===== config.mk =====
export PLATFORM = sky130hd
export DESIGN_NAME = agrc_config_regs
export DESIGN_NICKNAME = d
export VERILOG_FILES = /design/src/hw/agrc_config_regs.v /design/src/hw/agrc_delay_counter.v /design/src/hw/agrc_tick_div.v
export VERILOG_INCLUDE_DIRS = /design/src /design/src/hw
export SDC_FILE = /design/constraint.sdc
export NUM_CORES = 1
export LEC_CHECK = 0
export ABC_AREA = 0
export BUFFER_PORTS_ARGS = -buffer_cell sky130_fd_sc_hd__buf_2
export CAP_MARGIN = 15
export CORE_MARGIN = 2
export CORE_UTILIZATION = 51
export DETAILED_ROUTE_END_ITERATION = 6
export PLACE_DENSITY = 0.77
export SYNTH_ARGS = -nofsm -noshare
export SYNTH_HDL_FRONTEND = slang
export SYNTH_SLANG_ARGS = --single-unit

===== constraint.sdc =====
create_clock -name clk -period 3.95 [get_ports clk]
set_input_delay 0.395 -clock clk [delete_from_list [all_inputs] [get_ports clk]]
set_output_delay 0.395 -clock clk [all_outputs]
set_load 0.01 [all_outputs]

===== src/hw/agrc_map.vh =====
// register offsets, reset values, field positions and timing constants
`ifndef AGRC_MAP_VH
`define AGRC_MAP_VH
`define AGRC_OFF_GAIN 8'h03
`define AGRC_OFF_RATE 8'h04
`define AGRC_OFF_SCALE 8'h05
`define AGRC_OFF_CTRL 8'h06
`define AGRC_OFF_STAT 8'h07
`define AGRC_RST_GAIN 8'h00
`define AGRC_RST_RATE 8'h14
`define AGRC_RST_SCALE 8'h10
`define AGRC_DLY_HI 7
`define AGRC_DLY_LO 5
`define AGRC_AMP_HI 4
`define AGRC_AMP_LO 3
`define AGRC_GAIN_HI 2
`define AGRC_GAIN_LO 0
`define AGRC_CHOP_BIT 7
`define AGRC_CLK_BIT 6
`define AGRC_MODE_BIT 5
`define AGRC_FILT_BIT 4
`define AGRC_RATE_HI 3
`define AGRC_RATE_LO 0
`define AGRC_MON_HI 7
`define AGRC_MON_LO 6
`define AGRC_PBYP_BIT 5
`define AGRC_NBYP_BIT 4
`define AGRC_SEL_HI 3
`define AGRC_SEL_LO 2
`define AGRC_CON_HI 1
`define AGRC_CON_LO 0
`define AGRC_MOD_DIV 5
`define AGRC_RATE_MAX 4'hB
`define AGRC_DLY_C0 13'h000E
`define AGRC_DLY_C1 13'h0019
`define AGRC_DLY_C2 13'h0040
`define AGRC_DLY_C3 13'h0100
`define AGRC_DLY_C4 13'h0400
`define AGRC_DLY_C5 13'h0800
`define AGRC_DLY_C6 13'h1000
`define AGRC_X2_0 11'h005
`define AGRC_X2_1 11'h00A
`define AGRC_X2_2 11'h014
`define AGRC_X2_3 11'h021
`define AGRC_X2_4 11'h028
`define AGRC_X2_5 11'h064
`define AGRC_X2_6 11'h078
`define AGRC_X2_7 11'h0C8
`define AGRC_X2_8 11'h190
`define AGRC_X2_9 11'h320
`define AGRC_X2_A 11'h640
`define AGRC_X2_B 11'h7D0
`endif


===== src/hw/agrc_config_regs.v =====
// configuration register bank for gain, output rate and scale control
`timescale 1ns/1ps
`include "agrc_map.vh"
////////////////////////////////////////////////////////////////////////////////
// Contract
// - gain register at 03h, resets 00h
// - delay field decodes to modulator period counts
// - delay only before first conversion after write
// - amplifier enable: 00 bypass, 01 on
// - gain field is power of two
// - rate register at 04h, resets 14h
// - chop bit swaps inputs, averages pairs
// - clock source bit: internal or external
// - mode bit: continuous or single shot
// - filter bit: sinc3 or low latency
// - rate field decodes twelve rates
// - scale register at 05h, resets 10h
// - scale register field layout
// - monitor enable field decode
// - scale input select decode
// - internal source configuration decode
// - positive buffer bypass disables buffer
module agrc_config_regs (
   input wire clk,
   input wire resetn,
   input wire psel,
   input wire penable,
   input wire pwrite,
   input wire [31:0] paddr,
   input wire [31:0] pwdata,
   input wire [3:0] pstrb,
   output reg [31:0] prdata,
   output reg pready,
   output reg pslverr,
   output reg [2:0] amp_enable_field_ff,
   output reg amp_bypass_ff,
   output reg [7:0] amp_gain_ff,
   output reg chop_en_ff,
   output reg ext_clk_sel_ff,
   output reg single_shot_ff,
   output reg low_latency_ff,
   output reg [3:0] output_rate_code_ff,
   output reg [10:0] rate_sps_x2_ff,
   output reg rate_reserved_ff,
   output reg [1:0] scale_monitor_enable_ff,
   output reg mon_low_en_ff,
   output reg mon_high_en_ff,
   output reg mon_pull_en_ff,
   output reg pos_scale_buffer_en_ff,
   output reg neg_scale_buffer_en_ff,
   output reg [1:0] scale_input_select_ff,
   output reg sel_internal_ff,
   output reg [1:0] internal_scale_config_ff,
   output reg int_src_on_ff,
   output reg int_src_keep_ff,
   output reg conv_start_ff,
   output reg delay_busy_ff
);
   reg rs1_ff;
   reg rst_n;
   reg [7:0] gain_reg_ff;
   reg [7:0] rate_reg_ff;
   reg [7:0] scale_reg_ff;
   reg restart_ff;
   reg first_pending_ff;
   wire [12:0] dly_periods;
   wire [2:0] dly_code;
   wire [1:0] amp_field;
   wire [2:0] gain_code;
   wire [3:0] rate_code;
   wire [1:0] mon_field;
   wire [1:0] sel_field;
   wire [1:0] con_field;
   wire chop_bit;
   wire clk_src_bit;
   wire mode_bit;
   wire filt_bit;
   wire pbyp_bit;
   wire nbyp_bit;
   wire mod_tick;
   wire dly_busy;
   wire dly_done;
   wire wr_acc;
   wire rd_acc;
   wire [7:0] wbyte;
   reg [7:0] nxt_rdata;
   reg nxt_err;

   ////////////////////////////////////////////////////////////////////////////
   // reset release through two flip-flops
   always @(posedge clk or negedge resetn) begin
      if (!resetn) begin
         rs1_ff <= 1'b0;
         rst_n <= 1'b0;
      end else begin
         rs1_ff <= 1'b1;
         rst_n <= rs1_ff;
      end
   end

   ////////////////////////////////////////////////////////////////////////////
   // decode functions
   function [12:0] delay_periods;
      input [2:0] code;
      begin
         case (code)
            3'h0: delay_periods = `AGRC_DLY_C0;
            3'h1: delay_periods = `AGRC_DLY_C1;
            3'h2: delay_periods = `AGRC_DLY_C2;
            3'h3: delay_periods = `AGRC_DLY_C3;
            3'h4: delay_periods = `AGRC_DLY_C4;
            3'h5: delay_periods = `AGRC_DLY_C5;
            default: delay_periods = `AGRC_DLY_C6;
         endcase
      end
   endfunction

   function [10:0] rate_x2;
      input [3:0] code;
      begin
         case (code)
            4'h0: rate_x2 = `AGRC_X2_0;
            4'h1: rate_x2 = `AGRC_X2_1;
            4'h2: rate_x2 = `AGRC_X2_2;
            4'h3: rate_x2 = `AGRC_X2_3;
            4'h4: rate_x2 = `AGRC_X2_4;
            4'h5: rate_x2 = `AGRC_X2_5;
            4'h6: rate_x2 = `AGRC_X2_6;
            4'h7: rate_x2 = `AGRC_X2_7;
            4'h8: rate_x2 = `AGRC_X2_8;
            4'h9: rate_x2 = `AGRC_X2_9;
            4'hA: rate_x2 = `AGRC_X2_A;
            4'hB: rate_x2 = `AGRC_X2_B;
            default: rate_x2 = 11'h000;
         endcase
      end
   endfunction

   function [7:0] merge_byte;
      input [7:0] old;
      input [7:0] val;
      input en;
      begin
         merge_byte = en ? val : old;
      end
   endfunction

   ////////////////////////////////////////////////////////////////////////////
   // apb slave, zero wait states
   assign wr_acc = psel && penable && pwrite;
   assign rd_acc = psel && !penable && !pwrite;
   assign wbyte = pwdata[7:0];

   always @* begin
      nxt_rdata = 8'h00;
      nxt_err = 1'b0;
      case (paddr[9:2])
         `AGRC_OFF_GAIN: nxt_rdata = gain_reg_ff;
         `AGRC_OFF_RATE: nxt_rdata = rate_reg_ff;
         `AGRC_OFF_SCALE: nxt_rdata = scale_reg_ff;
         `AGRC_OFF_CTRL: nxt_rdata = 8'h00;
         `AGRC_OFF_STAT: nxt_rdata = {6'h00, first_pending_ff, dly_busy};
         default: nxt_err = 1'b1;
      endcase
      if (paddr[1:0] != 2'b00 || paddr[31:10] != 22'h000000) begin
         nxt_err = 1'b1;
      end
   end

   always @(posedge clk or negedge rst_n) begin
      if (!rst_n) begin
         prdata <= 32'h00000000;
         pready <= 1'b0;
         pslverr <= 1'b0;
      end else begin
         pready <= psel && !penable;
         pslverr <= psel && !penable && nxt_err;
         if (rd_acc) begin
            prdata <= {24'h000000, nxt_rdata};
         end
      end
   end

   ////////////////////////////////////////////////////////////////////////////
   // register storage
   always @(posedge clk or negedge rst_n) begin
      if (!rst_n) begin
         gain_reg_ff <= `AGRC_RST_GAIN;
         rate_reg_ff <= `AGRC_RST_RATE;
         scale_reg_ff <= `AGRC_RST_SCALE;
         restart_ff <= 1'b0;
      end else begin
         restart_ff <= 1'b0;
         if (wr_acc && pready && !pslverr) begin
            case (paddr[9:2])
               `AGRC_OFF_GAIN: begin
                  gain_reg_ff <= merge_byte(gain_reg_ff, wbyte, pstrb[0]);
                  restart_ff <= pstrb[0];
               end
               `AGRC_OFF_RATE: begin
                  rate_reg_ff <= merge_byte(rate_reg_ff, wbyte, pstrb[0]);
                  restart_ff <= pstrb[0];
               end
               `AGRC_OFF_SCALE: begin
                  scale_reg_ff <= merge_byte(scale_reg_ff, wbyte, pstrb[0]);
                  restart_ff <= pstrb[0];
               end
               `AGRC_OFF_CTRL: begin
                  restart_ff <= pstrb[0] & wbyte[0];
               end
               default: begin
                  restart_ff <= 1'b0;
               end
            endcase
         end
      end
   end

   ////////////////////////////////////////////////////////////////////////////
   // first-conversion delay
   agrc_tick_div #(
      .DIV(`AGRC_MOD_DIV)
   ) u_tick (
      .clk(clk),
      .rst_n(rst_n),
      .tick_ff(mod_tick)
   );

   assign dly_periods = delay_periods(dly_code);

   agrc_delay_counter #(
      .CW(13)
   ) u_delay (
      .clk(clk),
      .rst_n(rst_n),
      .mod_tick(mod_tick),
      .start(restart_ff),
      .periods(dly_periods),
      .busy_ff(dly_busy),
      .done_ff(dly_done)
   );

   always @(posedge clk or negedge rst_n) begin
      if (!rst_n) begin
         first_pending_ff <= 1'b0;
         conv_start_ff <= 1'b0;
         delay_busy_ff <= 1'b0;
      end else begin
         delay_busy_ff <= dly_busy;
         conv_start_ff <= dly_done;
         if (restart_ff) begin
            first_pending_ff <= 1'b1;
         end else if (dly_done) begin
            first_pending_ff <= 1'b0;
         end
      end
   end

   ////////////////////////////////////////////////////////////////////////////
   // field extraction
   assign dly_code = gain_reg_ff[`AGRC_DLY_HI:`AGRC_DLY_LO];
   assign amp_field = gain_reg_ff[`AGRC_AMP_HI:`AGRC_AMP_LO];
   assign gain_code = gain_reg_ff[`AGRC_GAIN_HI:`AGRC_GAIN_LO];
   assign rate_code = rate_reg_ff[`AGRC_RATE_HI:`AGRC_RATE_LO];
   assign chop_bit = rate_reg_ff[`AGRC_CHOP_BIT];
   assign clk_src_bit = rate_reg_ff[`AGRC_CLK_BIT];
   assign mode_bit = rate_reg_ff[`AGRC_MODE_BIT];
   assign filt_bit = rate_reg_ff[`AGRC_FILT_BIT];
   assign mon_field = scale_reg_ff[`AGRC_MON_HI:`AGRC_MON_LO];
   assign pbyp_bit = scale_reg_ff[`AGRC_PBYP_BIT];
   assign nbyp_bit = scale_reg_ff[`AGRC_NBYP_BIT];
   assign sel_field = scale_reg_ff[`AGRC_SEL_HI:`AGRC_SEL_LO];
   assign con_field = scale_reg_ff[`AGRC_CON_HI:`AGRC_CON_LO];

   ////////////////////////////////////////////////////////////////////////////
   // gain register decode
   always @(posedge clk or negedge rst_n) begin
      if (!rst_n) begin
         amp_enable_field_ff <= 3'h0;
         amp_bypass_ff <= 1'b1;
         amp_gain_ff <= 8'h01;
      end else begin
         amp_enable_field_ff <= {1'b0, amp_field};
         amp_bypass_ff <= amp_field != 2'h1;
         amp_gain_ff <= 8'h01 << gain_code;
      end
   end

   ////////////////////////////////////////////////////////////////////////////
   // rate register decode
   always @(posedge clk or negedge rst_n) begin
      if (!rst_n) begin
         chop_en_ff <= 1'b0;
         ext_clk_sel_ff <= 1'b0;
         single_shot_ff <= 1'b0;
         low_latency_ff <= 1'b1;
         output_rate_code_ff <= 4'h4;
         rate_sps_x2_ff <= 11'h028;
         rate_reserved_ff <= 1'b0;
      end else begin
         chop_en_ff <= chop_bit;
         ext_clk_sel_ff <= clk_src_bit;
         single_shot_ff <= mode_bit;
         low_latency_ff <= filt_bit;
         output_rate_code_ff <= rate_code;
         rate_sps_x2_ff <= rate_x2(rate_code);
         rate_reserved_ff <= rate_code > `AGRC_RATE_MAX;
      end
   end

   ////////////////////////////////////////////////////////////////////////////
   // scale register decode
   always @(posedge clk or negedge rst_n) begin
      if (!rst_n) begin
         scale_monitor_enable_ff <= 2'h0;
         mon_low_en_ff <= 1'b0;
         mon_high_en_ff <= 1'b0;
         mon_pull_en_ff <= 1'b0;
         pos_scale_buffer_en_ff <= 1'b1;
         neg_scale_buffer_en_ff <= 1'b0;
         scale_input_select_ff <= 2'h0;
         sel_internal_ff <= 1'b0;
         internal_scale_config_ff <= 2'h0;
         int_src_on_ff <= 1'b0;
         int_src_keep_ff <= 1'b0;
      end else begin
         scale_monitor_enable_ff <= mon_field;
         mon_low_en_ff <= mon_field != 2'h0;
         mon_high_en_ff <= mon_field == 2'h2;
         mon_pull_en_ff <= mon_field == 2'h3;
         pos_scale_buffer_en_ff <= !pbyp_bit;
         neg_scale_buffer_en_ff <= !nbyp_bit;
         scale_input_select_ff <= sel_field;
         sel_internal_ff <= sel_field == 2'h2;
         internal_scale_config_ff <= con_field;
         int_src_on_ff <= (con_field == 2'h1) || (con_field == 2'h2);
         int_src_keep_ff <= con_field == 2'h2;
      end
   end
endmodule


===== src/hw/agrc_delay_counter.v =====
// counts modulator periods for the first-conversion delay
`timescale 1ns/1ps
module agrc_delay_counter #(
   parameter CW = 13
) (
   input wire clk,
   input wire rst_n,
   input wire mod_tick,
   input wire start,
   input wire [CW-1:0] periods,
   output reg busy_ff,
   output reg done_ff
);
   reg [CW-1:0] cnt_ff;
   always @(posedge clk or negedge rst_n) begin
      if (!rst_n) begin
         cnt_ff <= {CW{1'b0}};
         busy_ff <= 1'b0;
         done_ff <= 1'b0;
      end else begin
         done_ff <= 1'b0;
         if (start) begin
            cnt_ff <= periods;
            busy_ff <= 1'b1;
         end else if (busy_ff && mod_tick) begin
            // extra tick covers the partial first period
            if (cnt_ff == {CW{1'b0}}) begin
               busy_ff <= 1'b0;
               done_ff <= 1'b1;
            end else begin
               cnt_ff <= cnt_ff - {{(CW-1){1'b0}}, 1'b1};
            end
         end
      end
   end
endmodule


===== src/hw/agrc_tick_div.v =====
// divider making the one-cycle modulator period enable
`timescale 1ns/1ps
module agrc_tick_div #(
   parameter DIV = 5
) (
   input wire clk,
   input wire rst_n,
   output reg tick_ff
);
   reg [7:0] cnt_ff;
   always @(posedge clk or negedge rst_n) begin
      if (!rst_n) begin
         cnt_ff <= 8'h00;
         tick_ff <= 1'b0;
      end else if (cnt_ff == DIV[7:0] - 8'h01) begin
         cnt_ff <= 8'h00;
         tick_ff <= 1'b1;
      end else begin
         cnt_ff <= cnt_ff + 8'h01;
         tick_ff <= 1'b0;
      end
   end
endmodule

# --- Yosys cells after proc, flatten, opt, wreduce, memory -nomap -nowiden ---
# Memory sizes are Yosys's and may differ from the RTL's. A register that Yosys moved wholly into a read port is not among the register bits.
# Cells that the tools add are included.
totals:
  reg_bits: 98
  mem_bits_ro: 176
  out_inout_bits: 82
  elab_cells: 111
  memories: 1
mem_list:
  columns: ["memory", "words", "word_bits", "read_ports", "rd_clocked_by_memory_dff", "wr", "line_no", "source"]
  rows:
  - ["(name not given)", 16, 11, 1, 1, 0, "agrc_config_regs.v:121", "case (code)"]
classes:
  addsub: 2
  order_cmp: 1
  eq_ne: 18
  shift: 1
  mux: 19
  bitwise: 1
  reduce_logical: 31
ops:
  columns: ["operator", "count"]
  rows:
  - ["13-bit case mux with 6 select lines", 1]
  - ["8-bit by 3-bit == test with 1-bit output, second input constant", 5]
  - ["13-bit two-way mux", 3]
  - ["8-bit case mux with 4 select lines", 1]
  - ["22-bit nonzero test", 1]
  - ["13-bit logical NOT", 1]
  - ["13-bit by 1-bit subtractor with 13-bit output, second input constant", 1]
  - ["1-bit two-way mux", 12]
  - ["2-bit nonzero test", 5]
  - ["3-bit AND reduction", 3]
  - ["8-bit by 1-bit adder with 8-bit output, second input constant", 1]
  - ["2-bit == test, second input constant", 4]
  - ["8-bit by 2-bit == test with 1-bit output, second input constant", 1]
  - ["1-bit logical AND", 8]
  - ["8-bit two-way mux", 1]
  - ["1-bit by 3-bit << shifter with 8-bit output, first input constant", 1]
  - ["3-bit by 2-bit == test with 1-bit output, second input constant", 2]
  - ["3-bit == test, second input constant", 2]
  - ["1-bit logical NOT", 6]
  - ["5-bit OR reduction", 1]
  - ["4-bit greater-than comparator, second input constant", 1]
  - ["2-bit AND reduction", 2]
  - ["3-bit by 1-bit == test with 1-bit output, second input constant", 1]
  - ["3-bit logical NOT", 1]
  - ["other kinds (7)", 8]

# --- Logic depth before layout (Yosys ltp) ---
# Gate-level depths: netlist (run 1).
depth:
  word_depth: 5
  mapped_depth: 7

# --- Cells and area by module ---
# Synthesis (run 1) repeated with hierarchy kept, for this count alone.
hier_totals:
  hier_cells: 407
  hier_area_um2: 4914.7
by_module_without_submodules:
  columns: ["module", "n_inst", "cells_each", "area_each_um2"]
  rows:
  - ["agrc_config_regs", 1, 265, 3499.6]
  - ["agrc_delay_counter", 1, 110, 1017.2]
  - ["agrc_tick_div", 1, 32, 397.9]

# --- Least setup slack after synthesis (run 1) ---
# OpenSTA, ideal clock, no wires.
synth_timing:
  path_kind: "input-to-reg"
  start: "input paddr[5]"
  end: "register scale_reg_ff[0]"
  setup_ns: 0.125
  arrival_time_ns: 1.933
  required_time_ns: 3.825
  setup_slack_ns: 1.892
  stages: 5
  cell_sequence: "or4_1 -> buf_2 -> nor4_4 -> nand4b_4 -> mux2_2"
synth_via:
  elab_chain_cells: 2
synth_lines:
  columns: ["item", "line_no", "source"]
  rows:
  - ["start: declaration", "agrc_config_regs.v:29", "input wire [31:0] paddr,"]
  - ["8-bit by 3-bit == test with 1-bit output", "agrc_config_regs.v:195", "case (paddr[9:2])"]
  - ["3-bit AND reduction (no line)", null, null]
  - ["end signal: assignment", "agrc_config_regs.v:190", "scale_reg_ff <= `AGRC_RST_SCALE;"]
  - ["end signal: assignment", "agrc_config_regs.v:205", "scale_reg_ff <= merge_byte(scale_reg_ff, wbyte, pstrb[0]);"]
  - ["end: declaration", "agrc_config_regs.v:63", "reg [7:0] scale_reg_ff;"]
# Every way passes these cells.
# A chain may end at the register's enable or synchronous reset.

# --- Worst setup path after layout (run 1) ---
layout_timing:
  start: "register restart_ff"
  end: "register u_delay.cnt_ff[10]"
layout_via:
  elab_chain_cells: 2
  word_cells_on_any_way: 4
  cone_classes: "eq/ne (1); mux (1); reduce/logical (2)"
layout_lines:
  columns: ["item", "line_no", "source"]
  rows:
  - ["start: declaration", "agrc_config_regs.v:64", "reg restart_ff;"]
  - ["start signal: assignment", "agrc_config_regs.v:198", "restart_ff <= pstrb[0];"]
  - ["start signal: assignment", "agrc_config_regs.v:202", "restart_ff <= pstrb[0];"]
  - ["start signal: assignment", "agrc_config_regs.v:206", "restart_ff <= pstrb[0];"]
  - ["2-bit inequality test (no line) or 2-bit nonzero test (tied branches)", null, null]
  - ["2-bit AND reduction (no line)", null, null]
  - ["end signal: assignment", "agrc_delay_counter.v:17", "cnt_ff <= {CW{1'b0}};"]
  - ["end signal: assignment", "agrc_delay_counter.v:23", "cnt_ff <= periods;"]
  - ["end signal: assignment", "agrc_delay_counter.v:31", "cnt_ff <= cnt_ff - {{(CW-1){1'b0}}, 1'b1};"]
  - ["end: declaration", "agrc_delay_counter.v:14", "reg [CW-1:0] cnt_ff;"]
# Several ways; a longest one is shown, not always the timed one.

==> qor.log, run 1 <==
qor: synthesis.count_of_flip_flops_with_a_built_in_enable_after_synthesis 0
qor: cells_and_area.drive_gt1_share 33.27%
qor: global_route.gr-usage-all-layers 20.08%
qor: global_route.grt_antenna_before_repair 0
qor: synthesis.synth.lib_cells_used.distinct 52
qor: route.drc_violation_count_after_routing 0
qor: placed_design.placement.io_buffers 102
qor: route.final_routed_wirelength 9844 microns
qor: synthesis.synth.area.top_cells dfrtp_1, mux2_2, dfstp_2
qor: cells_and_area.multi_input_area 1838 sq um
qor: sta.timing.setup.tns 0 ns
qor: synthesis.ys_warn_count 0
qor: worst_setup_path.timing.critical_path.arrival 2.53 ns
qor: sta.fin_hold_viols 0
qor: global_route.first_global_vias 3243
qor: sta.report.final.setup_viol 0
qor: power.max-vdd-ir-drop 0.2192 mV
qor: floorplanning.initial_utilization 52.20%
qor: sta.timing.final.ws_setup 1.693 ns
qor: sta.relSlewSlack 53.35%
qor: power.pwr_density_cell 336.4 nW/um^2
qor: power.total_leakage_power 2.879 nW
qor: clock_network.htreeDepth 3
qor: cells_and_area.seqCellArea 2744 sq um
qor: route.detail_route.vias_per_cell 5.440
qor: sta.rsz0062_at_grt no
qor: sta.final_critical_period 2.257 ns
qor: clock_network.cts-root-to-sink-buffers 2
qor: global_route.grt.overflow.total 0
qor: route.detail-route-antenna-nets 0
qor: synthesis.async_s_r_ff_share_synth 100.0%
qor: clock_network.clock_insertion_delay_worst_skew 0.38 ns
qor: worst_setup_path.setup.worst_path.end_class register
qor: status.outcome complete, no violations
qor: clock_network.path_clk_slew 0.11 ns
qor: route.detail_route.wl_per_cell 15.98 microns
qor: clock_network.cts_setup_buffers 0
qor: floorplanning.chipWidth 101.0 microns
qor: floorplanning.core_area 9196 sq um
qor: cells_and_area.antenna_cells_inserted 0
qor: route.number_of_detailed_route_iterations_in_the_first_pass 4
qor: global_route.grt_max_degree 92
qor: global_route.first_pass_grt_wire_length 15740 microns
qor: clock_network.clock_sink_count 109
qor: synthesis.syn_inst 402
qor: synthesis.synth_top_cell_area_share 51.60%
qor: worst_setup_path.cp-start-kind register
qor: placed_design.placement.setup.worst_slack 1.472 ns
qor: cells_and_area.area_growth_syn_to_layout 14.78%
qor: synthesis.syn_avg_cell_area 11.94 sq um
qor: placed_design.globalplace.congestion 0.8511
qor: synthesis.dominantRegCellSynth dfrtp_1
qor: worst_setup_path.worst-path-max-fanout 22
qor: sta.worst-slew-pin-transition 0.6998 ns
qor: sta.post-route-period-util 57.15%
qor: run.timing.max_cap.violations 0
qor: cells_and_area.n_fill_cell 751
qor: synthesis.post_synth_instance_area 4801 sq um
qor: sta.timing.clock.skew 0.01741 ns
qor: route.detailroute.via_count 3351
qor: synthesis.synth-seq-area-share 57.08%
qor: floorplanning.fp-row-count 35
qor: synthesis.synth_top_cell_by_area dfrtp_1
qor: sta.final-max-slew-violation-count 0
qor: worst_setup_path.setup.worst_path.class reg -> reg
qor: floorplanning.io-pin-count 155
qor: floorplanning.die_height 101.0 microns
qor: min_path.worst_hold_class in -> reg
qor: clock_network.cts_inserted_buffers 9
qor: clock_network.cts_tree done
qor: worst_setup_path.cp.required 4.22 ns
qor: clock_network.ctsRootBufferMaster clkbuf_8
qor: floorplanning.die-area 10210 sq um
qor: route.detail_route.iter0.violations 200
qor: placed_design.hpwlAfterDp 6968 microns
qor: synthesis.ys_seq_elements 109
qor: sta.max_freq 0.4430 GHz
qor: cells_and_area.num-nets-final 585
per-layer routing:
metal | part of all wire (%) | global-route usage, % | vias up
li1 | - | - | 1563
met4 | 2.6 | 8.316 | 0
met1 | 43 | 26.39 | 1640
met3 | 5.7 | 4.854 | 24
met5 | 0 | 0 | -
met2 | 49 | 32.10 | 124
placed cells by master (no fill, tap or decap), drive strengths merged, types with 6 or more instances in the layout:
master,instances
buf,104
dfrtp,99
or3,6
clkbuf,10
nand2,14
a22o,6
dfstp,10
nor2b,6
nand2b,10
mux2,25
mux2i,12
a21o,7
inv,18
conb,26
a21oi,11
nor2,28
ha,12
nor4,20
nor3b,6
nor3,6
logic make-up after synthesis:
group / Yosys count / synth area share (%)
AOI/OAI and AO/OA: 52 / 7.767
and+or+nand+nor: 126 / 15.90
other: 2 / 0.1564
DFF: 109 / 57.08
adders and majority gates: 12 / 3.127
muxes: 37 / 8.366
xor gates and xnor gates: 6 / 1.095
buffers and inverters: 58 / 6.515
timing repair:
action / CTS / global route
endpoints found under the hold margin: 2 / 0
gates resized for setup: 0 / 0
hold buffers: 1 / 0
setup endpoints to repair: 0 / 0
state kept, by name, indices dropped and copies added (netlist names), 2 cells and up:
register / flops
scale_monitor_enable_ff: 2
rate_sps_x2_ff: 11
scale_input_select_ff: 2
prdata: 8
output_rate_code_ff: 4
internal_scale_config_ff: 2
u_tick.cnt_ff: 8
amp_enable_field_ff: 2
rate_reg_ff: 8
amp_gain_ff: 8
u_delay.cnt_ff: 13
scale_reg_ff: 8
gain_reg_ff: 8
final timing paths:
kind	start	endpoint	slack, ns	cells past startpoint
hold / removal	penable	pready	0.22	2
setup / recovery	restart_ff	u_delay.cnt_ff[10]	1.69	4
hold reg to reg	rst_n	rate_reserved_ff	0.35	0
setup reg to reg	restart_ff	u_delay.cnt_ff[10]	1.69	4
min in group asynchronous	resetn	rst_n	0.32	2
max in group asynchronous	rst_n	restart_ff	2.64	2
critical path: stages (launching register included):
cell	delay (ns)
dfrtp_1	0.65
nor4b_1	0.49
and4b_1	0.50
nor2_1	0.22
a311o_1	0.30
where the power goes:
group	switching, mW	leakage [nW]	internal (mW)
combinational	0.0552	1.37	0.0311
sequential	0.0131	1.41	1.12
clock	0.390	0.0947	0.242
layout make-up:
| type | instances | share of cell area [%] |
|---|---|---|
| inverter | 16 | 1.090 |
| tap | 111 | 2.520 |
| sequential | 109 | 49.80 |
| multi-input combinational | 259 | 33.36 |
| clock inverter | 6 | 0.9764 |
| timing repair buffer | 105 | 9.946 |
| clock buffer | 10 | 2.316 |
synthesized netlist by cell type, types with 7 or more instances:
library cell and count:
dfrtp_1 99, nor2_1 28, buf_4 25, mux2_2 25, nor4_1 18, clkbuf_1 15, inv_1 15, ha_1 12
mux2i_1 12, nand2_1 12, a21oi_1 11, dfstp_2 10, nand2b_1 10, a21o_1 7
through the flow:
step           utilization [%]  area [sq um]  total power, mW  hold slack [ns]  cells
6_report                 59.92          5510            1.854           0.2163    616
4_1_cts                  59.70          5490            1.873           0.2020    615
2_1_floorplan                -          4891            1.217          0.09941    426
5_1_grt                  59.92          5510            1.937           0.1858    616
3_3_place_gp             57.62          5299            1.236           0.1798    598
3_5_place_dp             57.62          5299            1.239           0.1830    598
Power figures use the tool's default switching activity.
==> run 2, diff against run 1 <==
--- a/config.mk
+++ b/config.mk
@@ -6,13 +6,13 @@
 export SDC_FILE = /design/constraint.sdc
 export NUM_CORES = 1
 export LEC_CHECK = 0
-export ABC_AREA = 0
+export ABC_AREA = 1
 export BUFFER_PORTS_ARGS = -buffer_cell sky130_fd_sc_hd__buf_2
 export CAP_MARGIN = 15
 export CORE_MARGIN = 2
-export CORE_UTILIZATION = 51
+export CORE_UTILIZATION = 46
 export DETAILED_ROUTE_END_ITERATION = 6
-export PLACE_DENSITY = 0.77
+export PLACE_DENSITY = 0.73
 export SYNTH_ARGS = -nofsm -noshare
 export SYNTH_HDL_FRONTEND = slang
 export SYNTH_SLANG_ARGS = --single-unit
==> constraint.sdc (replaced) <==
create_clock -name clk -period 2 [get_ports clk]
set_input_delay 0.2 -clock clk [delete_from_list [all_inputs] [get_ports clk]]
set_output_delay 0.2 -clock clk [all_outputs]
set_load 0.01 [all_outputs]
==> run 2 against run 1 <==
  * Register-to-register slack got worse by 1.4 ns
  * Worst hold slack got worse by 0.17 ns
  * Sequential share of layout area decreased by 2.7 points
  * Setup slack got worse by 1.4 ns
  * Critical endpoint is now u_delay.cnt_ff[11]
  * Sequential cell count unchanged
  * Core utilization decreased by 5.7 points
  * Sequential power increased by 98%
  * Cell area increased by 5.7%
  * Largest power group unchanged
  * Routed wire length increased by 3.4%
==> qor.log, run 2 <==
qor: status.outcome complete, no violations
qor: route.drc_violation_count_after_routing 0
qor: sta.worst-slew-pin-transition 0.6322 ns
qor: floorplanning.initial_utilization 46.76%
qor: run.timing.max_cap.violations 0
qor: synthesis.syn_avg_cell_area 9.103 sq um
qor: synthesis.synth_top_cell_area_share 49.30%
qor: synthesis.synth_commonest_cells nand2_1, dfrtp_1, nor2_1, inv_1, nand3_1
qor: synthesis.synthXorXnorAreaFrac 0.8715%
qor: global_route.first_global_vias 3578
qor: cells_and_area.antenna_cells_inserted 0
qor: placed_design.hpwlAfterDp 7460 microns
qor: synthesis.syn_inst 552
qor: worst_setup_path.regToRegStartpoint restart_ff
qor: cells_and_area.final_cell_mix nand2_1, buf_2, dfrtp_1, nor2_1, inv_1
qor: synthesis.synth_compound_area_share 7.869%
qor: worst_setup_path.setup.worst_path.class reg -> reg
qor: synthesis.post_synth_mux_area_share 0%
qor: synthesis.count_of_flip_flops_with_a_built_in_enable_after_synthesis 0
qor: synthesis.synth_fa_ha_area_share 2.988%
qor: floorplanning.die_height 108.5 microns
qor: min_path.worst_hold_class in -> reg
qor: floorplanning.die-area 11780 sq um
qor: synthesis.ys_warn_count 0
qor: global_route.first_pass_grt_wire_length 16940 microns
qor: cells_and_area.max_reg_flops 13
qor: worst_setup_path.worst-path-max-fanout 20
qor: power.total_leakage_power 3.181 nW
qor: global_route.grt_util_met2 29.42%
qor: worst_setup_path.cp-start-kind register
qor: synthesis.dominantRegCellSynth dfrtp_1
qor: cells_and_area.drive_gt1_share 27.06%
qor: floorplanning.io-pin-count 155
qor: synthesis.synth-seq-area-share 54.53%
qor: global_route.grt_use_met1 24.26%
qor: route.detail_route.vias_per_cell 4.827
qor: route.detail-route-antenna-nets 0
qor: placed_design.placement.io_buffers 102
qor: synthesis.ys_seq_elements 109
qor: cells_and_area.most_frequent_standard_cell_in_the_layout_excluding_fill_and_tap_cells nand2_1
qor: sta.relSlewSlack 57.61%
qor: route.detail_route.iter0.violations 213
qor: floorplanning.fp-row-count 38
qor: clock_network.clock_insertion_delay_worst_skew 0.39 ns
qor: worst_setup_path.cp_cell_sequence inv_2 -> nand3_1 -> nor2_1 -> nand2_2 -> nand2_2 -> nor2_1 -> a21oi_2
qor: power.pwr_density_cell 650.3 nW/um^2
qor: sta.holdWs 0.04190 ns
qor: cells_and_area.largest-register u_delay.cnt_ff
qor: floorplanning.chipWidth 108.5 microns
qor: floorplanning.core_area 10750 sq um
qor: worst_setup_path.cp.required 2.31 ns
qor: synthesis.synth.most_common_cell nand2_1
qor: global_route.grt-busiest-layer met2
qor: sta.timing.setup.tns 0 ns
qor: clock_network.cts_resized 0
qor: clock_network.clock_sink_count 109
qor: worst_setup_path.critPathMaxStageDelay 0.47 ns
qor: synthesis.async_s_r_ff_share_synth 100.0%
qor: clock_network.ctsRootBufferMaster clkbuf_8
qor: synthesis.synth.area.top_cells dfrtp_1, nand2_1, dfstp_2
qor: cells_and_area.largest_registers u_delay.cnt_ff (13), rate_sps_x2_ff (11)
qor: sta.final-max-slew-violation-count 0
qor: synthesis.simple_gate_area_share_of_the_yosys_netlist 23.61%
qor: route.final_routed_wirelength 10180 microns
qor: cells_and_area.area_growth_syn_to_layout 15.96%
qor: worst_setup_path.setup.worst_path.end_class register
qor: global_route.gr-usage-all-layers 18.50%
qor: sta.rsz0062_at_grt no
qor: synthesis.main_combinational_cell_family_by_area_after_synthesis simple AND/OR/NAND/NOR gates
qor: cells_and_area.num-nets-final 749
qor: global_route.groute.layer.met3.usage 5.666%
qor: sta.post-route-period-util 86.74%
qor: route.number_of_detailed_route_iterations_in_the_first_pass 5
qor: power.max-vdd-ir-drop 0.3275 mV
qor: sta.max_freq 0.5764 GHz
qor: worst_setup_path.startpoint restart_ff
qor: min_path.start_point_of_the_worst_min_delay_path psel
qor: worst_setup_path.cpMaxStageDelayCell dfrtp_1
qor: clock_network.cts_inserted_buffers 9
qor: global_route.grt.overflow.total 0
qor: sta.report.final.setup_viol 0
qor: sta.timing.clock.skew 0.01941 ns
qor: synthesis.synth_top_cell_by_area dfrtp_1
qor: route.detailroute.via_count 3905
qor: clock_network.cts_tree done
qor: sta.fin_hold_viols 0
qor: global_route.grt_max_degree 55
qor: placed_design.globalplace.congestion 0.8732
qor: route.detail_route.wl_per_cell 12.58 microns
qor: synthesis.post_synth_instance_area 5025 sq um
qor: worst_setup_path.timing.critical_path.arrival 2.04 ns
qor: clock_network.cts-root-to-sink-buffers 2
qor: sta.final_critical_period 1.735 ns
qor: synthesis.synth.lib_cells_used.distinct 38
qor: global_route.grt_antenna_before_repair 0
qor: clock_network.htreeDepth 3
qor: clock_network.path_clk_slew 0.11 ns
-- run 2: changes by cell type in the layout (fill, tap and decap cells not counted), moves of 17 or more --
cell	before	now
nor2_1	28	67
nand3_1	4	46
nor4_1	18	1
inv_1	15	61
mux2_2	25	0
nand2_1	12	119
o21ai_2	0	24
-- run 2: path summary, 6_finish.rpt --
kind | to | slack [ns] | depth (start not counted)
min in group asynchronous | rst_n | 0.11 | 2
max in group asynchronous | amp_bypass_ff | 1.03 | 1
min reg2reg | amp_gain_ff[4] | 0.27 | 0
min | pready | 0.04 | 3
max | u_delay.cnt_ff[11] | 0.27 | 7
max reg2reg | u_delay.cnt_ff[11] | 0.27 | 7
-- run 2: timing repair --
action,CTS,global route
buffers inserted,0,0
hold buffers,2,0
endpoints found under the hold margin,3,0
-- run 2: report_power, final --
group / internal (mW) / switching [mW] / leakage, nW
clock: 0.504 / 0.838 / 0.101
combinational: 0.0709 / 0.136 / 1.64
sequential: 2.22 / 0.0219 / 1.44
total: 2.79 / 0.996 / 3.18
-- run 2: cell type report --
| type | count | area, sq um |
|---|---|---|
| flip-flops and latches | 109 | 2744 |
| inverters | 62 | 232.7 |
| repair buffers | 111 | 595.6 |
| well taps | 140 | 175.2 |
| clock buffers | 9 | 123.9 |
| fillers | 979 | 4918 |
| clock inverters | 7 | 82.58 |
| multi-input cells | 371 | 1873 |
-- run 2: cell families (layout without fill, tap and decap cells) --
logic type | Yosys count | after routing
buffers and inverters | 96 | 189
flip-flops | 109 | 109
AND/OR/NAND/NOR | 272 | 272
XOR/XNOR | 5 | 5
adder cells (fa/ha/maj) | 12 | 12
AO/OA/AOI/OAI | 56 | 56
other | 2 | 26
-- run 2: critical path: cells and delay by family (launching register included) --
family / cells / cell delay, ns
simple gates: 5 / 0.74
flops: 1 / 0.47
buf+inv: 1 / 0.32
compound gates: 1 / 0.13
-- run 2: metal layers --
metal	share of wire, %	wire length, microns
met5	0	0
met3	7.3	743
met2	48	4856
met4	1.8	182
met1	43	4393
-- run 2: through the flow --
step	utilization [%]	setup slack, ns	cells	power, mW	cell area (sq um)
floorplan	-	0.1847	576	2.431	5116
global placement	52.12	0.3448	791	2.482	5600
detailed placement	52.12	0.3134	791	2.488	5600
CTS	54.23	0.2806	809	3.829	5827
global route	54.23	0.1417	809	3.971	5827
finish	54.23	0.2652	809	3.789	5827
==> run 3, diff against run 2 <==
--- a/config.mk
+++ b/config.mk
@@ -10,9 +10,9 @@
 export BUFFER_PORTS_ARGS = -buffer_cell sky130_fd_sc_hd__buf_2
 export CAP_MARGIN = 15
 export CORE_MARGIN = 2
-export CORE_UTILIZATION = 46
+export CORE_UTILIZATION = 51
 export DETAILED_ROUTE_END_ITERATION = 6
-export PLACE_DENSITY = 0.73
+export PLACE_DENSITY = 0.77
 export SYNTH_ARGS = -nofsm -noshare
 export SYNTH_HDL_FRONTEND = slang
 export SYNTH_SLANG_ARGS = --single-unit
==> constraint.sdc (replaced) <==
create_clock -name clk -period 1.7 [get_ports clk]
set_input_delay 0.17 -clock clk [delete_from_list [all_inputs] [get_ports clk]]
set_output_delay 0.17 -clock clk [all_outputs]
set_load 0.01 [all_outputs]
==> run 3 against run 2 <==
  * Core utilization up 7.1 points
  * Fmax is 14% higher
  * Global-route usage up 2.3 points
  * Die area is 9.5% lower
  * Via count up 0.54%
  * Critical endpoint is now u_delay.cnt_ff[6]
==> qor.log, run 3 (synthesis gave the netlist of run 2 again) <==
qor: status.outcome complete, no violations
qor: cells_and_area.area_growth_syn_to_layout 18.15%
qor: global_route.grt.overflow.total 0
qor: cells_and_area.most_frequent_standard_cell_in_the_layout_excluding_fill_and_tap_cells nand2_1
qor: clock_network.cts_tree done
qor: route.detail_route.vias_per_cell 4.829
qor: worst_setup_path.cp-start-kind register
qor: cells_and_area.largest_registers u_delay.cnt_ff (13), rate_sps_x2_ff (11)
qor: cells_and_area.drive_gt1_share 28.38%
qor: clock_network.clock_insertion_delay_worst_skew 0.37 ns
qor: run.timing.max_cap.violations 0
qor: sta.post-route-period-util 89.45%
qor: cells_and_area.largest-register u_delay.cnt_ff
qor: route.final_routed_wirelength 10680 microns
qor: placed_design.placement.io_buffers 102
qor: worst_setup_path.cpMaxStageDelayCell dfrtp_1
qor: clock_network.cts-root-to-sink-buffers 2
qor: floorplanning.io-pin-count 155
qor: global_route.grt_antenna_before_repair 0
qor: clock_network.htreeDepth 3
qor: power.intPower 3.411 mW
qor: sta.timing.clock.skew 0.01179 ns
qor: worst_setup_path.setup.worst_path.end_class register
qor: global_route.first_global_vias 3676
qor: min_path.worst_hold_class in -> reg
qor: power.power_switching_share 24.39%
qor: worst_setup_path.critPathMaxStageDelay 0.42 ns
qor: global_route.grt_max_degree 58
qor: global_route.first_pass_grt_wire_length 17130 microns
qor: placed_design.placed_cells 795
qor: worst_setup_path.worst-path-max-fanout 4
qor: power.pwr_density_cell 759.8 nW/um^2
qor: sta.fin_hold_viols 0
qor: route.drc_violation_count_after_routing 0
qor: route.detailroute.via_count 3926
qor: floorplanning.fp-row-count 36
qor: floorplanning.die_height 103.3 microns
qor: worst_setup_path.setup.worst_path.class reg -> reg
qor: floorplanning.die-area 10660 sq um
qor: clock_network.clock_sink_count 109
qor: cells_and_area.n_fill_cell 809
qor: cells_and_area.final_cell_mix nand2_1, buf_2, dfrtp_1, nor2_1, inv_1
qor: route.detail_route.wl_per_cell 13.13 microns
qor: power.p_clk_share 36.1%
qor: route.detail-route-antenna-nets 0
qor: floorplanning.initial_utilization 51.89%
qor: worst_setup_path.cp_delay_by_family_top simple AND/OR/NAND/NOR gates
qor: clock_network.path_clk_slew 0.10 ns
qor: cells_and_area.finalNonFillerCells 813
qor: worst_setup_path.timing.critical_path.arrival 1.83 ns
qor: placed_design.hpwlAfterDp 8015 microns
qor: cells_and_area.antenna_cells_inserted 0
qor: sta.timing.setup.tns 0 ns
qor: floorplanning.core_area 9684 sq um
qor: power.switching_power 1.100 mW
qor: sta.rsz0062_at_grt no
qor: clock_network.cts_inserted_buffers 9
qor: cells_and_area.max_reg_flops 13
qor: power.power.combinational.fraction 5.6%
qor: floorplanning.chipWidth 103.3 microns
qor: sta.report.final.setup_viol 0
qor: power.p_seq_share 58.3%
qor: cells_and_area.num-nets-final 760
qor: worst_setup_path.worst_path_most_repeated_cell nand2_1
qor: placed_design.globalplace.congestion 0.9366
qor: placed_design.place_area 5687 sq um
qor: power.total_leakage_power 3.235 nW
qor: cells_and_area.fin_area 5937 sq um
qor: clock_network.ctsRootBufferMaster clkbuf_8
qor: worst_setup_path.critical_path_buf_inv_count 1
qor: route.detail_route.iter0.violations 224
qor: power.max-vdd-ir-drop 0.5741 mV
qor: sta.final-max-slew-violation-count 0
qor: power.finalPower 4.511 mW
qor: sta.max_freq 0.6576 GHz
qor: sta.final_critical_period 1.521 ns
qor: route.number_of_detailed_route_iterations_in_the_first_pass 4
qor: sta.holdWs 0.05246 ns
qor: global_route.gr-usage-all-layers 20.75%
qor: worst_setup_path.cp_cell_sequence inv_1 -> ha_1 -> nand2_1 -> nor2_1 -> nand3_1 -> o21ai_0 -> nand2_1 -> nand2_1
qor: worst_setup_path.cp.required 2.01 ns
-- run 3: final timing paths --
check                                  start           endpoint  slack [ns]  cells after the start
setup / recovery           u_delay.cnt_ff[0]  u_delay.cnt_ff[6]        0.18                      8
hold / removal                          psel             pready        0.05                      3
setup reg to reg           u_delay.cnt_ff[0]  u_delay.cnt_ff[6]        0.18                      8
hold reg to reg                        rst_n  rate_sps_x2_ff[9]        0.18                      0
max in group asynchronous              rst_n     amp_gain_ff[0]        0.91                      1
min in group asynchronous             resetn              rst_n        0.09                      2
-- run 3: final cells by class --
class / count / area, sq um / share of cell area [%]
well taps: 133 / 166.4 / 2.803
flip-flops and latches: 109 / 2744 / 46.22
inverters: 62 / 232.7 / 3.920
clock inverters: 7 / 91.34 / 1.538
clock buffers: 9 / 123.9 / 2.086
multi-input cells: 371 / 1888 / 31.80
repair buffers: 122 / 690.7 / 11.63
-- run 3: power by group through the flow --
| stage | Sequential [mW] | Combinational [mW] | Clock, mW |
|---|---|---|---|
| 3_3_place_gp | 2.68 | 0.242 | 0 |
| 3_5_place_dp | 2.68 | 0.251 | 0 |
| 2_1_floorplan | 2.71 | 0.153 | 0 |
| 5_1_grt | 2.63 | 0.292 | 1.78 |
| 4_1_cts | 2.63 | 0.256 | 1.67 |
| 6_report | 2.63 | 0.255 | 1.63 |
-- run 3: metal layers --
layer	part of all wire, %	global-route usage (%)	vias to the layer above
met5	0	0	-
met4	1.5	6.478	0
met3	6.5	5.578	14
met2	49	32.67	119
met1	43	28.40	1850
li1	-	-	1943
-- run 3: through the flow --
| step | worst slack (ns) | util [%] |
|---|---|---|
| global route | 0.03407 | 61.30 |
| floorplan | 0.2978 | - |
| CTS | 0.09864 | 61.15 |
| detailed placement | 0.1138 | 58.72 |
| finish | 0.1793 | 61.30 |
| global placement | 0.1518 | 58.72 |
-- run 3: tightest hold or removal path: cells and delay by family --
family	cells	cell delay, ns
buffers and inverters	2	0.16
and+or+nand+nor	1	0.04
-- run 3: timing repair --
| item | CTS | global route |
|---|---|---|
| buffers inserted | 0 | 0 |
| hold buffers | 2 | 0 |
| resized for setup | 0 | 3 |
| endpoints found under the setup margin | 0 | 10 |
| endpoints found under the hold margin | 3 | 0 |
